**config.mk**
```make
export PLATFORM = sky130hd
export DESIGN_NAME = cim_regs
export DESIGN_NICKNAME = d
export VERILOG_FILES = /design/src/common/cim_pkg.sv /design/src/verilog/cim_regs.sv
export SDC_FILE = /design/constraint.sdc
export NUM_CORES = 1
export LEC_CHECK = 0
export BUFFER_PORTS_ARGS = -buffer_cell sky130_fd_sc_hd__buf_2
export CORE_MARGIN = 2
export CORE_UTILIZATION = 38
export CTS_CLUSTER_DIAMETER = 150
export DETAILED_ROUTE_END_ITERATION = 16
export PLACE_DENSITY_LB_ADDON = 0.05
export SLEW_MARGIN = 10
export SYNTH_ARGS = -nofsm -noshare
export SYNTH_HDL_FRONTEND = slang
export SYNTH_SLANG_ARGS = --single-unit
```
**constraint.sdc**
```tcl
create_clock -name hclk -period 2 [get_ports hclk]
set_input_delay 0.4 -clock hclk [delete_from_list [all_inputs] [get_ports hclk]]
set_output_delay 0.4 -clock hclk [all_outputs]
set_load 0.005 [all_outputs]
```
**src/common/cim_pkg.sv**
```systemverilog
package cim_pkg;

  // ************************************************************
  // Register map (byte addresses, one aligned word each)
  // ************************************************************
  localparam logic [7:0] CIM_OFF_CHAN_OUT = 8'h00;
  localparam logic [7:0] CIM_OFF_CHAN_IN = 8'h04;
  localparam logic [7:0] CIM_OFF_CTRL_STATE = 8'h08;
  localparam logic [7:0] CIM_OFF_XFER_WORD = 8'h0C;
  localparam logic [7:0] CIM_OFF_EXTRA_ONE = 8'h10;
  localparam logic [7:0] CIM_OFF_CONTROL = 8'h14;

  localparam logic [2:0] CIM_IDX_CHAN_OUT = 3'h0;
  localparam logic [2:0] CIM_IDX_CHAN_IN = 3'h1;
  localparam logic [2:0] CIM_IDX_CTRL_STATE = 3'h2;
  localparam logic [2:0] CIM_IDX_XFER_WORD = 3'h3;
  localparam logic [2:0] CIM_IDX_EXTRA_ONE = 3'h4;
  localparam logic [2:0] CIM_IDX_CONTROL = 3'h5;
  localparam logic [2:0] CIM_IDX_NONE = 3'h7;

  // ************************************************************
  // Field positions
  // ************************************************************
  localparam int CIM_OUT_PARITY_BIT = 8;
  localparam int CIM_IN_OPERATIONAL = 15;
  localparam int CIM_IN_SELECT = 14;
  localparam int CIM_IN_REQUEST = 13;
  localparam int CIM_IN_ADDRESS = 12;
  localparam int CIM_IN_STATUS = 11;
  localparam int CIM_IN_SERVICE = 10;
  localparam int CIM_IN_CLOCK_OUT = 9;
  localparam int CIM_IN_PARITY = 8;
  localparam int CIM_CS_LOCKOUT = 15;
  localparam int CIM_CS_PHASE_LO = 12;
  localparam int CIM_CS_TIME_STATE = 11;
  localparam int CIM_CS_FAST_BUSY = 10;
  localparam int CIM_CS_SYNC = 9;
  localparam int CIM_CS_UNIT_DATA = 8;
  localparam int CIM_CS_STOP_OR = 7;
  localparam int CIM_CS_BYPASS = 6;
  localparam int CIM_CS_XFER_REQ = 5;
  localparam int CIM_CS_XFER_DIR = 4;
  localparam int CIM_CS_BYTE_ALT = 3;
  localparam int CIM_CS_ONLINE = 2;
  localparam int CIM_CS_UNIT_MATCH = 1;
  localparam int CIM_CS_DEV_MATCH = 0;
  localparam int CIM_CTL_ONLINE_REQ = 9;
  localparam int CIM_CTL_CABLED = 0;

  // Software may write these bits of the inbound register
  localparam logic [15:0] CIM_IN_WRITE_MASK = 16'hFCFF;
  // Bits of the inbound register kept through bus initialize
  localparam logic [15:0] CIM_IN_KEEP_MASK = 16'h4000;
  // Control-unit part of the unit address
  localparam logic [7:0] CIM_UNIT_ADDR_MASK = 8'hF0;
  localparam logic [2:0] CIM_PHASE_DATA_A = 3'h5;
  localparam logic [2:0] CIM_PHASE_DATA_B = 3'h6;

  localparam logic [15:0] CIM_RST_WORD = 16'h0000;
  localparam logic [7:0] CIM_RST_BYTE = 8'h00;
  localparam logic [31:0] CIM_RST_RDATA = 32'h00000000;

  // ************************************************************
  // Types
  // ************************************************************
  typedef enum logic [3:0] {
    CIM_BUS_IDLE = 4'b0001,
    CIM_BUS_WRITE = 4'b0010,
    CIM_BUS_RD_WAIT = 4'b0100,
    CIM_BUS_RD_DONE = 4'b1000
  } cim_bus_t;

  typedef struct packed {
    cim_bus_t bus;
    logic [2:0] ap_idx;
    logic [31:0] rdata;
    logic [15:0] out_buf;
    logic [15:0] in_reg;
    logic [15:0] cs_reg;
    logic [15:0] xfer_word;
    logic [7:0] tumble_idx;
    logic online_request;
    logic cabled_test;
  } cim_state_t;

endpackage : cim_pkg

```
**src/verilog/cim_regs.sv**
```systemverilog
// Behaviour
// - In cabled test, written parity bit drives simulated clock-out and parity lines.
// - Parity is odd over nine bits; even ones in data gives parity one.
// - Software can force good or bad outbound parity via the parity bit.
// - Inbound flops drive bus-in only while operational-in or fast busy.
// - Inbound register writable for maintenance except clock-out and parity bits.
// - Inbound read gives internal register off-line, test-in plug on-line.
// - Inbound parity bit is combinational parity of the inbound data byte.
// - Inbound control byte bit layout 15 down to 08; select-in survives clear.
// - Clock-out test bit always follows the cable line.
// - Control-state read-only; initialize clears it except the on-line bit 02.
// - Lockout set makes the programmable setup registers read-only.
// - Bits 14..12 carry the current major phase code.
// - Bit 11 time state: zero second state, one first state.
// - Bit 07 is combinational OR of transfer-stop conditions in phase 5/6.
// - Bypass bit 06 marks first byte, skips and fast busy reply.
// - Bit 05 high while a memory transfer is requested, low when done.
// - Bit 04 zero for reads from memory, one for writes into memory.
// - Bit 03 byte alternator: held-status use, data-word half in phases 5/6.
// - Bit 02 is second stage of on-line request, not cleared by initialize.
// - Bit 01 live unit-address match; bit 00 device match only with bit 01.
// - Transfer data register holds each memory-transfer word for diagnostics.
// - Tumble index in bits 15..08, shifted left one into the address register.
// - Software outbound writes go to a buffered register, not the live view.
module cim_regs
  import cim_pkg::*;
(
  input wire logic hclk, // Bus clock
  input wire logic hresetn, // Async reset, low
  input wire logic hsel, // Slave select
  input wire logic [31:0] haddr, // Byte address
  input wire logic [1:0] htrans, // Transfer type
  input wire logic hwrite, // Write when high
  input wire logic [2:0] hsize, // Transfer size
  input wire logic [31:0] hwdata, // Write data
  input wire logic hready, // Bus ready
  output logic hreadyout, // Slave ready
  output logic hresp, // Always OKAY
  output logic [31:0] hrdata, // Read data
  input wire logic bus_init, // Bus initialize
  input wire logic [15:0] bus_out_lines, // Live channel bus-out and tags
  input wire logic [15:0] test_in_plug, // Levels at test-in plug
  input wire logic clock_out_line, // Clock-out line from cable
  input wire logic online_switch_en, // On-line switch enabled
  input wire logic channel_active, // Channel activity in progress
  input wire logic core_in_load, // Core loads inbound register
  input wire logic [15:0] core_in_value, // Core inbound value
  input wire logic lockout_flag, // Core lockout
  input wire logic [2:0] core_phase, // Core major phase
  input wire logic time_state_flag, // One in first time state
  input wire logic fast_busy_diag, // Fast busy in progress
  input wire logic core_sync, // Phase synchroniser
  input wire logic unit_data_ctrl, // Unit data control
  input wire logic bypass_flag, // Core bypass
  input wire logic transfer_request_flag, // Memory transfer requested
  input wire logic transfer_direction, // One writes into memory
  input wire logic byte_alternator, // Byte alternator
  input wire logic [3:0] stop_conditions, // Transfer stop causes
  input wire logic [7:0] unit_address, // Assigned unit address
  input wire logic xfer_word_valid, // Memory transfer word strobe
  input wire logic [15:0] xfer_word_in, // Memory transfer word
  input wire logic tumble_advance, // Step tumble index
  input wire logic [6:0] misc_signals, // Miscellaneous signals
  output logic [15:0] test_out_lines, // Buffered bus-out to drivers
  output logic sim_clock_out, // Simulated clock-out
  output logic parity_out_line, // Outbound parity line
  output logic out_parity_good, // Live bus-out parity check
  output logic [15:0] bus_in_o, // Bus-in lines
  output logic bus_in_oe, // Bus-in drive enable
  output logic online_actual, // Connected to channel
  output logic online_request, // Requested on-line
  output logic cabled_test, // Cabled test mode
  output logic regs_locked, // Setup registers read-only
  output logic [8:0] tumble_addr_low // Tumble index shifted
);
  import cim_pkg::*;

  // ************************************************************
  // Helpers
  // ************************************************************
  function automatic logic odd_par(input logic [7:0] d);
    odd_par = ~(^d);
  endfunction : odd_par

  function automatic logic [2:0] decode(input logic [31:0] a);
    decode = CIM_IDX_NONE;
    if (a[31:8] == 24'h000000) begin
      unique case (a[7:0])
        CIM_OFF_CHAN_OUT: decode = CIM_IDX_CHAN_OUT;
        CIM_OFF_CHAN_IN: decode = CIM_IDX_CHAN_IN;
        CIM_OFF_CTRL_STATE: decode = CIM_IDX_CTRL_STATE;
        CIM_OFF_XFER_WORD: decode = CIM_IDX_XFER_WORD;
        CIM_OFF_EXTRA_ONE: decode = CIM_IDX_EXTRA_ONE;
        CIM_OFF_CONTROL: decode = CIM_IDX_CONTROL;
        default: decode = CIM_IDX_NONE;
      endcase
    end
  endfunction : decode

  cim_state_t s_q;
  cim_state_t s_d;

  logic take;
  logic wr_go;
  logic in_data_phase;
  logic stop_or;
  logic unit_match;
  logic dev_match;
  logic [15:0] in_view;
  logic [15:0] out_view;
  logic [15:0] cs_view;
  logic [15:0] extra_view;
  logic [15:0] ctl_view;
  logic [15:0] sel_word;

  // ************************************************************
  // Combinational views
  // ************************************************************
  always_comb begin
    take = hsel && htrans[1] && hready;
    in_data_phase = (s_q.bus == CIM_BUS_WRITE);
    wr_go = in_data_phase && (s_q.ap_idx != CIM_IDX_NONE);
    stop_or = (|stop_conditions) && ((s_q.cs_reg[14:12] == CIM_PHASE_DATA_A) ||
              (s_q.cs_reg[14:12] == CIM_PHASE_DATA_B));
    unit_match = ((bus_out_lines[7:0] ^ unit_address) & CIM_UNIT_ADDR_MASK) == 8'h00;
    dev_match = unit_match && (bus_out_lines[7:0] == unit_address);
    // Live line view on-line, buffered copy off-line or cabled
    if (s_q.cs_reg[CIM_CS_ONLINE] && !s_q.cabled_test) begin
      out_view = bus_out_lines;
    end else begin
      out_view = s_q.out_buf;
    end
    if (s_q.cs_reg[CIM_CS_ONLINE]) begin
      in_view = test_in_plug;
    end else begin
      in_view = s_q.in_reg;
      in_view[CIM_IN_PARITY] = odd_par(s_q.in_reg[7:0]);
    end
    in_view[CIM_IN_CLOCK_OUT] = clock_out_line;
    cs_view = s_q.cs_reg;
    cs_view[CIM_CS_STOP_OR] = stop_or;
    cs_view[CIM_CS_UNIT_MATCH] = unit_match;
    cs_view[CIM_CS_DEV_MATCH] = dev_match;
    extra_view = {s_q.tumble_idx, 1'b0, misc_signals};
    ctl_view = CIM_RST_WORD;
    ctl_view[CIM_CTL_ONLINE_REQ] = s_q.online_request;
    ctl_view[CIM_CTL_CABLED] = s_q.cabled_test;
    unique case (s_q.ap_idx)
      CIM_IDX_CHAN_OUT: sel_word = out_view;
      CIM_IDX_CHAN_IN: sel_word = in_view;
      CIM_IDX_CTRL_STATE: sel_word = cs_view;
      CIM_IDX_XFER_WORD: sel_word = s_q.xfer_word;
      CIM_IDX_EXTRA_ONE: sel_word = extra_view;
      CIM_IDX_CONTROL: sel_word = ctl_view;
      default: sel_word = CIM_RST_WORD;
    endcase
  end

  // ************************************************************
  // Next state
  // ************************************************************
  always_comb begin
    s_d = s_q;
    // Bus sequencing
    unique case (s_q.bus)
      CIM_BUS_IDLE, CIM_BUS_WRITE, CIM_BUS_RD_DONE: begin
        if (take) begin
          s_d.ap_idx = decode(haddr);
          s_d.bus = hwrite ? CIM_BUS_WRITE : CIM_BUS_RD_WAIT;
        end else begin
          s_d.bus = CIM_BUS_IDLE;
        end
      end
      CIM_BUS_RD_WAIT: begin
        // Wait state lets a preceding write settle before sampling
        s_d.rdata = {16'h0000, sel_word};
        s_d.bus = CIM_BUS_RD_DONE;
      end
    endcase

    // Control-state capture from the core
    s_d.cs_reg[CIM_CS_LOCKOUT] = lockout_flag;
    s_d.cs_reg[14:12] = core_phase;
    s_d.cs_reg[CIM_CS_TIME_STATE] = time_state_flag;
    s_d.cs_reg[CIM_CS_FAST_BUSY] = fast_busy_diag;
    s_d.cs_reg[CIM_CS_SYNC] = core_sync;
    s_d.cs_reg[CIM_CS_UNIT_DATA] = unit_data_ctrl;
    s_d.cs_reg[CIM_CS_STOP_OR] = 1'b0;
    s_d.cs_reg[CIM_CS_BYPASS] = bypass_flag;
    s_d.cs_reg[CIM_CS_XFER_REQ] = transfer_request_flag;
    s_d.cs_reg[CIM_CS_XFER_DIR] = transfer_direction;
    s_d.cs_reg[CIM_CS_BYTE_ALT] = byte_alternator;
    s_d.cs_reg[CIM_CS_UNIT_MATCH] = 1'b0;
    s_d.cs_reg[CIM_CS_DEV_MATCH] = 1'b0;
    if (online_switch_en && !channel_active) begin
      s_d.cs_reg[CIM_CS_ONLINE] = s_q.online_request;
    end

    // Inbound register: core load, then maintenance write
    if (core_in_load) begin
      s_d.in_reg = core_in_value & CIM_IN_WRITE_MASK;
    end
    if (wr_go && (s_q.ap_idx == CIM_IDX_CHAN_IN)) begin
      s_d.in_reg = hwdata[15:0] & CIM_IN_WRITE_MASK;
    end

    // Outbound writes land in the buffer only
    if (wr_go && (s_q.ap_idx == CIM_IDX_CHAN_OUT) &&
        (!s_q.cs_reg[CIM_CS_ONLINE] || s_q.cabled_test)) begin
      s_d.out_buf = hwdata[15:0];
    end

    // Memory transfer word capture
    if (xfer_word_valid) begin
      s_d.xfer_word = xfer_word_in;
    end

    // Tumble index: software load has priority over advance
    if (tumble_advance) begin
      s_d.tumble_idx = s_q.tumble_idx + 8'h01;
    end
    if (wr_go && (s_q.ap_idx == CIM_IDX_EXTRA_ONE)) begin
      s_d.tumble_idx = hwdata[15:8];
    end

    // Setup control, frozen under lockout
    if (wr_go && (s_q.ap_idx == CIM_IDX_CONTROL) && !s_q.cs_reg[CIM_CS_LOCKOUT]) begin
      s_d.online_request = hwdata[CIM_CTL_ONLINE_REQ];
      s_d.cabled_test = hwdata[CIM_CTL_CABLED];
    end

    // Bus initialize
    if (bus_init) begin
      s_d.cs_reg = s_d.cs_reg & 16'h0004;
      s_d.in_reg = s_d.in_reg & CIM_IN_KEEP_MASK;
    end
  end

  // ************************************************************
  // State register
  // ************************************************************
  always_ff @(posedge hclk or negedge hresetn) begin
    if (!hresetn) begin
      s_q.bus <= CIM_BUS_IDLE;
      s_q.ap_idx <= CIM_IDX_NONE;
      s_q.rdata <= CIM_RST_RDATA;
      s_q.out_buf <= CIM_RST_WORD;
      s_q.in_reg <= CIM_RST_WORD;
      s_q.cs_reg <= CIM_RST_WORD;
      s_q.xfer_word <= CIM_RST_WORD;
      s_q.tumble_idx <= CIM_RST_BYTE;
      s_q.online_request <= 1'b0;
      s_q.cabled_test <= 1'b0;
    end else begin
      s_q <= s_d;
    end
  end

  // ************************************************************
  // Outputs
  // ************************************************************
  always_comb begin
    hreadyout = (s_q.bus != CIM_BUS_RD_WAIT);
    hresp = 1'b0;
    hrdata = s_q.rdata;
    test_out_lines = s_q.out_buf;
    sim_clock_out = s_q.cabled_test && s_q.out_buf[CIM_OUT_PARITY_BIT];
    parity_out_line = s_q.out_buf[CIM_OUT_PARITY_BIT];
    out_parity_good = ^bus_out_lines[8:0];
    bus_in_o = s_q.in_reg;
    bus_in_o[CIM_IN_CLOCK_OUT] = 1'b0;
    bus_in_o[CIM_IN_PARITY] = odd_par(s_q.in_reg[7:0]);
    bus_in_oe = s_q.in_reg[CIM_IN_OPERATIONAL] || fast_busy_diag;
    online_actual = s_q.cs_reg[CIM_CS_ONLINE];
    online_request = s_q.online_request;
    cabled_test = s_q.cabled_test;
    regs_locked = s_q.cs_reg[CIM_CS_LOCKOUT];
    tumble_addr_low = {s_q.tumble_idx, 1'b0};
  end

endmodule : cim_regs

```
==> impl_results.md, run 1 <==
- Via count: around 4,500
- Routability-driven placement congestion ratio: ~0.8
- Crit path kind: flip-flop to output port
- TNS Setup: 0 ns
- Worst skew pair latency: about 0.34 ns
- DP HPWL: 13.08 mm
- Slew HR: approximately 55%
- Avg Inst Size Synth: just over 10 um^2
- Worst Clk Skew: 0.008006 ns
- Max Cap Viol: 0
- Multi-input combinational cell area: ~0.0026 mm^2
- Peak VDD IR: 0.4044 mV
- Vias in the first global route: between 4,000 and 5,000
- Placement Setup Slack: between 0.1 and 0.15 ns
- Crit path largest cell delay: approximately 0.56 ns
- Post-synthesis sequential area ratio: approximately 41%
- H-tree depth: 3
- Largest net degree at the start of global routing: 36
- ANT nets after route: 0
- Max FO, Critical Path: 13
- Hold crit path type: primary input to asynchronous set/reset pin
- CTS Sinks: about 90
- Slack of the critical path: 0.01970 ns
- Design Power: just over 5000 uW
- Max clock buf depth: 2
- Port Buffers: ~220
- Leak: approximately 0.0033 uW
- Slew Viols, Final: 0
- Number of synthesized flops with an enable pin: 0
- CTS tree: yes
- Initial DRC count: about 210
- Global Route Usage Sum: roughly 22%
- Crit path max-delay family: simple AND/OR/NAND/NOR gates
- Wirelength per Cell: roughly 19 um
- Final Hold Violating Endpoints: 0
- Ports: ~260
- Commonest non-fill, non-tap cell in the layout: buf_2
- Initial Utilization: 38.67%
- Status: completed
- Fraction of layout cells with a size suffix above 1: between 40% and 50%
- Worst Path Arrival: roughly 1.6 ns
- Gr ovfl total: 0
- Initial antenna violation count: 0
- Synth Cell Area: approximately 0.0056 mm^2
- Fmax: just over 0.5 GHz
- Critical path capture point type: output port
- CP max-delay cell: or4b_4
- TritonCTS Buffers: 9
- Die width: between 100 and 150 um
- CP Launch Type: flip-flop
- First-pass GRT wire length: 26.91 mm
- Setup violations, final: 0
- Post-synth top flop: dfrtp_1
- Number of buffers and inverters on the critical path: 2
- Antenna diodes: 0
- Yosys warns: 0
- Slew at the pin closest to its max-slew limit: roughly 0.67 ns
- Die area: about 0.016 mm^2
- DRC: 0
- Final hold slack: 0.01686 ns
- Site row count: 44
- Fin util: 47.34%
- FFs w/ async S/R, synth: 100.0%
- Final worst path period share: a little under 100%
- Required time of the critical path: around 1.6 ns
- Final Critical Period: slightly below 2 ns
- RSZ-0062 raised after global routing: false
- Power per cell area: about 760 mW/mm^2
- Layout filler cell count: ~1,500
- Sequential cell area: 0.002307 mm^2
- WL final: roughly 17 mm
- Gate Count Post-Synth: approximately 550
- Post-synthesis register bit count: approximately 90
- CTS root buf: clkbuf_16
- Clock slew at reported path FFs: around 0.060 ns
- Die Span Y: 125.2 um
- Vias per cell: roughly 5
- Core ar.: about 0.014 mm^2
- Drt pass-1 iters: 4
- Most frequent cells in the layout: 214 x buf_2, 88 x dfrtp_1, 50 x nor2_1
- Synth-to-layout area growth: 22.41%
- Nets: ~890
- Post-synthesis cell type count: 54
- Hold_buf cts: 0
- Cell Chain, Critical Path: or4b_4, buf_12, buf_6
layout make-up:
| type | count | area share, % |
|---|---|---|
| inverters | 1 | 0.05498 |
| clock buffers | 12 | 3.757 |
| well taps | 184 | 3.372 |
| repair buffers | 243 | 20.03 |
| flip-flops and latches | 92 | 33.79 |
| multi-input cells | 368 | 38.65 |
| clock inverters | 4 | 0.3482 |
per-layer routing:
layer  global-route usage (%)  share of wire (%)  vias to the layer above
met2                    35.97                 46                      156
met5                        0                  0                        -
met4                    6.144                1.4                        0
met3                    3.166                5.4                       17
li1                         -                  -                     2165
met1                    31.66                 47                     2203
synth_stat cells (2+ instances only):
cell type	count	area share (%)
a21oi_1	21	1.9
clkbuf_1	12	0.81
o21a_1	2	0.27
nor2_1	50	3.4
buf_2	12	1.1
xor2_1	11	1.7
buf_6	4	0.81
a211oi_2	13	2.9
nand4_1	5	0.56
nand3b_1	2	0.27
o21ai_0	11	0.99
xnor2_1	21	3.3
o221ai_1	2	0.31
dfrtp_1	88	39
nand2b_1	2	0.22
a31oi_1	2	0.22
nor4_1	7	0.79
dfstp_2	4	1.9
o21ai_1	8	0.72
a2111oi_0	2	0.31
nor2b_1	19	2.1
mux2_2	32	6.5
mux2_4	10	2.7
and2_1	3	0.34
nand2_1	41	2.8
a211oi_1	2	0.27
nor3_1	5	0.45
a2111oi_1	8	1.4
nand4b_1	2	0.31
buf_4	74	10
mux2i_1	29	5.2
o22a_1	2	0.31
a22oi_1	16	2.2
nand3_1	4	0.36
state kept, by name, indices dropped and copies added (netlist names):
signal / cells
tumble_addr_low: 8
cs_view: 11
online_actual: 1
test_out_lines: 16
s_q: 23
regs_locked: 1
cabled_test: 1
online_request: 1
hrdata: 16
bus_in_o: 14
report_power, final:
group	leakage (uW)	switching, uW	internal, uW
sequential	0.00110	259	2110
clock	0.000142	731	908
combinational	0.00203	538	627
total	0.00327	1530	3650
cell families (layout without fill, tap and decap cells):
logic type,after synthesis,count (layout),share of synthesized area (%)
xor+xnor,32,32,5.025
flops,92,92,41.36
simple gates,150,150,13.48
mux,71,71,14.36
fa+ha+maj,1,1,0.2243
other cells,1,19,0.06723
compound gates,95,95,12.70
buf+inv,104,260,12.79
timing repair:
item / in CTS / in global routing
pin swaps: 1 / 1
buffers inserted: 2 / 2
cloned: 1 / 0
gates resized for setup: 5 / 2
endpoints found under the setup margin: 2 / 3
stage by stage:
stage,cells,cell area (um^2)
global route,904,6828
floorplan,564,5645
global placement,883,6452
CTS,902,6804
finish,904,6828
detailed placement,883,6452
worst paths after layout:
check / slack (ns) / to / cells after the start / from
setup reg to reg: 0.11 / test_out_lines[12] / 4 / s_q[112]
hold reg to reg: 0.48 / hrdata[3] / 2 / hrdata[3]
min in group hclk: 0.22 / s_q[111] / 2 / hwrite
setup / recovery: 0.02 / hreadyout / 3 / s_q[109]
hold / removal: 0.02 / s_q[110] / 1 / hresetn
max in group asynchronous: 1.35 / s_q[108] / 2 / hresetn
(Power assumes the default switching activity.)
==> run 2, diff against run 1 <==
==> constraint.sdc (replaced) <==
create_clock -name hclk -period 1.95 [get_ports hclk]
set_input_delay 0.39 -clock hclk [delete_from_list [all_inputs] [get_ports hclk]]
set_output_delay 0.39 -clock hclk [all_outputs]
set_load 0.005 [all_outputs]
==> run 2 against run 1 <==
The run now ends with negative hold slack left. Sequential cell count unchanged. Hold slack lost 0.028 ns. Wire length shrank 0.86%. Clock power grew 2%. Die area did not move. Clock skew is 0.0021 ns higher. Register-to-register slack about the same. Via count rose by 1.1%.
==> impl_results.md, run 2 (synthesis gave the netlist of run 1 again) <==
- Fin util: between 40% and 50%
- Leak: between 0.003 and 0.004 uW
- Failing checks: negative hold slack
- Core ar.: 0.01442 mm^2
- Port Buffers: between 200 and 250
- Nets: between 800 and 900
- First-pass GRT wire length: between 20 and 30 mm
- Vias in the first global route: around 4,600
- Peak VDD IR: 0.3851 mV
- Worst skew pair latency: around 0.35 ns
- Dpl cells: roughly 890
- Global Route Usage Sum: 21.85%
- Vias per cell: between 5 and 6
- DRC: 0
- Synth-to-layout area growth: 23.87%
- Fraction of layout cells with a size suffix above 1: between 40% and 50%
- Die width: around 130 um
- ANT nets after route: 0
- Power per cell area: between 700 and 800 mW/mm^2
- Placement Setup Slack: about 0.080 ns
- Max Cap Viol: 0
- Largest net degree at the start of global routing: 34
- Clock slew at reported path FFs: roughly 0.07 ns
- Gr ovfl total: 0
- Biggest register: s_q
- Drt pass-1 iters: 4
- Multi-input combinational cell area: about 0.0027 mm^2
- Initial DRC count: ~240
- Slew HR: 54.04%
- Non-filler cells, final: 908
- Critical path capture point type: output port
- Initial Utilization: around two fifths
- Hold crit path type: primary input to asynchronous set/reset pin
- Site row count: 44
- DP HPWL: approximately 13 mm
- Slew Viols, Final: 0
- Setup violations, final: 0
- Required time of the critical path: roughly 1.6 ns
- Routability-driven placement congestion ratio: ~0.83
- CTS tree: yes
- TritonCTS Buffers: 9
- Most frequent cells in the layout: 214 x buf_2, 86 x dfrtp_1, 50 x nor2_1
- CP Launch Type: flip-flop
- Layout filler cell count: 1,434
- Final worst path period share: a little over nine tenths
- Initial antenna violation count: 0
- Final Hold Violating Endpoints: 11
- CTS root buf: clkbuf_16
- Max reg flops: 23
- CTS Sinks: 92
- Worst Clk Skew: 0.01014 ns
- Fmax: approximately 0.53 GHz
- Max clock buf depth: 2
- Reg2reg path depth: 6
- Die Span Y: about 130 um
- WL final: about 17 mm
- Status: complete, but fails checks
- Slew at the pin closest to its max-slew limit: 0.6893 ns
- Ports: 259
- H-tree depth: 3
- Final hold slack: -0.01069 ns
- Antenna diodes: 0
- Sequential cell area: 0.002310 mm^2
- Final Critical Period: between 1.5 and 2 ns
- Slack of the critical path: around 0.074 ns
- Wirelength per Cell: 18.96 um
- Worst Path Arrival: 1.49 ns
- Max FO, Critical Path: 4
- Via count: 4,591
- Hold_buf cts: 0
- Commonest non-fill, non-tap cell in the layout: buf_2
- Crit path kind: flip-flop to output port
- Die area: 0.01566 mm^2
run 2: what timing repair did:
| action | CTS | global route |
|---|---|---|
| pin swaps | 3 | 2 |
| resized for setup | 7 | 9 |
| setup buffers | 5 | 1 |
| cloned | 1 | 0 |
| endpoints found under the setup margin | 2 | 19 |
run 2: path summary, 6_finish.rpt:
check / slack (ns) / endpoint / startpoint
min: -0.01 / hrdata[2] / hresetn
max: 0.07 / bus_in_o[8] / bus_in_o[1]
max reg2reg: 0.10 / hrdata[0] / s_q[112]
max in group asynchronous: 1.38 / s_q[109] / hresetn
min in group hclk: 0.21 / s_q[111] / hwrite
min reg2reg: 0.48 / hrdata[14] / hrdata[14]
run 2: routing by layer:
metal	GRT usage, %	share of wire [%]	vias to the layer above
li1	-	-	2177
met5	0	0	-
met4	6.340	1.6	0
met1	31.13	46	2228
met3	3.252	5.3	20
met2	34.65	47	166
run 2: cell type report:
type                            count  area share, %
Timing Repair Buffer              247          20.23
Tap cell                          184          3.332
Clock buffer                       11          3.513
Multi-Input combinational cell    368          38.90
Sequential cell                    92          33.43
Inverter                            1        0.05433
Clock inverter                      5         0.5433
run 2: power by group:
group	internal (uW)	total [uW]	switching [uW]
sequential	2160	2430	270
clock	903	1680	776
combinational	665	1220	553
run 2: per-stage QoR:
| step | hold slack, ns | instance area, um^2 | setup TNS, ns | total power, uW |
|---|---|---|---|---|
| after floorplan | 0.09441 | 5645 | 0 | 3281 |
| after global placement | 0.3676 | 6487 | 0 | 3653 |
| after detailed placement | 0.3764 | 6487 | 0 | 3671 |
| after CTS | 0.004445 | 6869 | 0 | 5363 |
| after global routing | 0.01375 | 6909 | -0.002107 | 5595 |
| final | -0.01069 | 6909 | 0 | 5331 |
run 2: worst max-delay path: stages (launching register included):
cell     delay, ns
dfrtp_2       0.48
xnor2_4       0.22
xnor2_2       0.14
xnor2_1       0.16
buf_2         0.15
==> run 3, diff against run 2 <==
--- a/config.mk
+++ b/config.mk
@@ -7,7 +7,7 @@
 export LEC_CHECK = 0
 export BUFFER_PORTS_ARGS = -buffer_cell sky130_fd_sc_hd__buf_2
 export CORE_MARGIN = 2
-export CORE_UTILIZATION = 38
+export CORE_UTILIZATION = 48
 export CTS_CLUSTER_DIAMETER = 150
 export DETAILED_ROUTE_END_ITERATION = 16
 export PLACE_DENSITY_LB_ADDON = 0.05
==> constraint.sdc (replaced) <==
create_clock -name hclk -period 1.95 [get_ports hclk]
set_input_delay 0.195 -clock hclk [delete_from_list [all_inputs] [get_ports hclk]]
set_output_delay 0.195 -clock hclk [all_outputs]
set_load 0.005 [all_outputs]
==> run 3 against run 2 <==
Critical endpoint unchanged. Die area decreased by 20%. Register-to-register slack got worse by 0.02 ns. Highest routed layer unchanged. Worst setup slack got worse by 0.0090 ns. The flow now finishes without violations. Final cell count decreased by 4.8%. Sequential cell count unchanged. Sequential share of layout area increased by 0.57 points. Via count decreased by 1.8%. Design area decreased by 1.8%. First-iteration DRC count increased by 15%. Clock-buffer cell count increased by 4.
==> impl_results.md, run 3 (synthesis gave the netlist of run 1 again) <==
- Post-CTS Setup Bufs: 0
- H-tree depth: 3
- Final Hold Violating Endpoints: 0
- Power per cell area: about 800 mW/mm^2
- Number of stages on the worst setup path: 4
- Die width: around 110 um
- Worst skew pair latency: approximately 0.34 ns
- Via count: around 4,500
- Final worst path period share: ~97%
- Layout filler cell count: 1,019
- CP max-delay cell: dfrtp_1
- Clock slew at reported path FFs: ~0.06 ns
- Wirelength per Cell: roughly 18 um
- Critical path capture point type: output port
- Slew HR: 56.59%
- Hold crit path type: primary input to flip-flop
- GR Util met2: about two fifths
- Largest net degree at the start of global routing: 47
- Crit path largest cell delay: roughly 0.43 ns
- Design Power: 5398 uW
- Vias in the first global route: between 4,000 and 5,000
- Required time of the critical path: 1.75 ns
- Critical Path Sink: bus_in_o[8]
- Site row count: 39
- Sequential cell area: 0.002307 mm^2
- Crit path kind: flip-flop to output port
- Reg2Reg Setup Slack: approximately 0.080 ns
- Number of buffers and inverters on the critical path: 1
- ANT nets after route: 0
- Gr ovfl total: 0
- CTS tree: yes
- CP dominant cell by count: xnor2_1
- Max Cap Viol: 0
- First-pass GRT wire length: 24.74 mm
- Port Buffers: 216
- Max FO, Critical Path: 4
- Synth-to-layout area growth: 21.65%
- Slew at the pin closest to its max-slew limit: around 0.65 ns
- Ports: around 260
- DP HPWL: approximately 12 mm
- Biggest register: s_q
- Vias per cell: roughly 5.2
- WL final: around 16 mm
- TritonCTS Buffers: 9
- Critical R2R Capture: hrdata[7]
- Reg2reg path depth: 5
- Peak VDD IR: roughly 0.43 mV
- R2R Path Start: s_q[108]
- Worst Clk Skew: approximately 0.0033 ns
- Die Span Y: 111.8 um
- GRT Max-Usage Layer: met2
- Global Route Usage Sum: roughly 26%
- CP Launch Type: flip-flop
- Fraction of layout cells with a size suffix above 1: 45.28%
- Cell Chain, Critical Path: xnor2_1, xnor2_1, xnor2_1, buf_2
- Post-DP Area: 0.006431 mm^2
- CP startpoint: bus_in_o[2]
- Core ar.: between 0.01 and 0.015 mm^2
- Max clock buf depth: 2
- Multi-input combinational cell area: about 0.0027 mm^2
- Initial DRC count: ~280
- Initial Utilization: around half
- Crit path max-delay family: XOR/XNOR gates
- HP Start: hwrite
- Fmax: about 0.53 GHz
- CTS root buf: clkbuf_16
- Met1 Usage GRT: a little over a third
- Commonest non-fill, non-tap cell in the layout: buf_2
- GR Util met3: between 4 and 5%
- Slew Viols, Final: 0
- Nets: roughly 890
- Die area: 0.01250 mm^2
- Max reg flops: 23
- Leak: about 0.0033 uW
- Drt pass-1 iters: 4
- RSZ-0062 raised after global routing: true
- Initial antenna violation count: 1
- Most frequent cells in the layout: 215 x buf_2, 88 x dfrtp_1, 49 x nor2_1
- DRC: 0
- Routability-driven placement congestion ratio: between 0.8 and 0.9
- Status: completed
- Final Critical Period: 1.885 ns
- Final Cell Area: ~0.0068 mm^2
- Setup violations, final: 0
- Worst Path Arrival: between 1.5 and 2 ns
- CTS Sinks: 92
[run 3: timing repair]
item / CTS / global route
gates resized for setup: 0 / 9
endpoints found under the setup margin: 0 / 16
endpoints found under the hold margin: 27 / 0
hold buffers: 1 / 0
[run 3: report_power, final]
part | internal [uW] | switching [uW]
clock | 1100 | 697
sequential | 2170 | 254
combinational | 636 | 544
total | 3900 | 1500
[run 3: worst min-delay path by stage]
stage / end / slack, ns / cells past startpoint
after floorplan: bus_in_o[0] / -0.10 / 0
after global placement: s_q[112] / 0.17 / 1
after detailed placement: s_q[112] / 0.17 / 1
after CTS: s_q[111] / 0.02 / 2
after global routing: s_q[111] / 0.03 / 2
final: s_q[111] / 0.03 / 2
[run 3: cell type report]
class	count	area share, %
clock buffer	15	4.094
antenna	1	0.03688
inverter	1	0.05532
tap	143	2.637
clock inverter	1	0.4426
multi-input combinational	368	39.13
sequential	92	34.00
timing repair buffer	243	19.60
[run 3: per-layer routing]
layer,up-vias,share of wire (%)
met5,-,0
li1,2166,-
met4,0,2.2
met2,190,46
met1,2130,45
met3,23,6.5
[run 3: through the flow]
stage               setup TNS (ns)  cells  hold WS (ns)  worst slack [ns]  util (%)
floorplan                        0    564       -0.1006            0.1913         -
global placement                 0    846        0.1681           0.07221     56.56
detailed placement               0    846        0.1747           0.04352     56.56
CTS                              0    863       0.01931           0.02708     59.36
global route             -0.004537    864       0.03374         -0.004537     59.68
finish                           0    864       0.02705           0.06537     59.68
[run 3: worst reg2reg max path, cell delays in order, from the launching register on]
cell and delay, ns:
dfstp_2 0.58, nor2b_1 0.09, and2_1 0.27, buf_4 0.23, a2111oi_1 0.48, o21ai_1 0.10
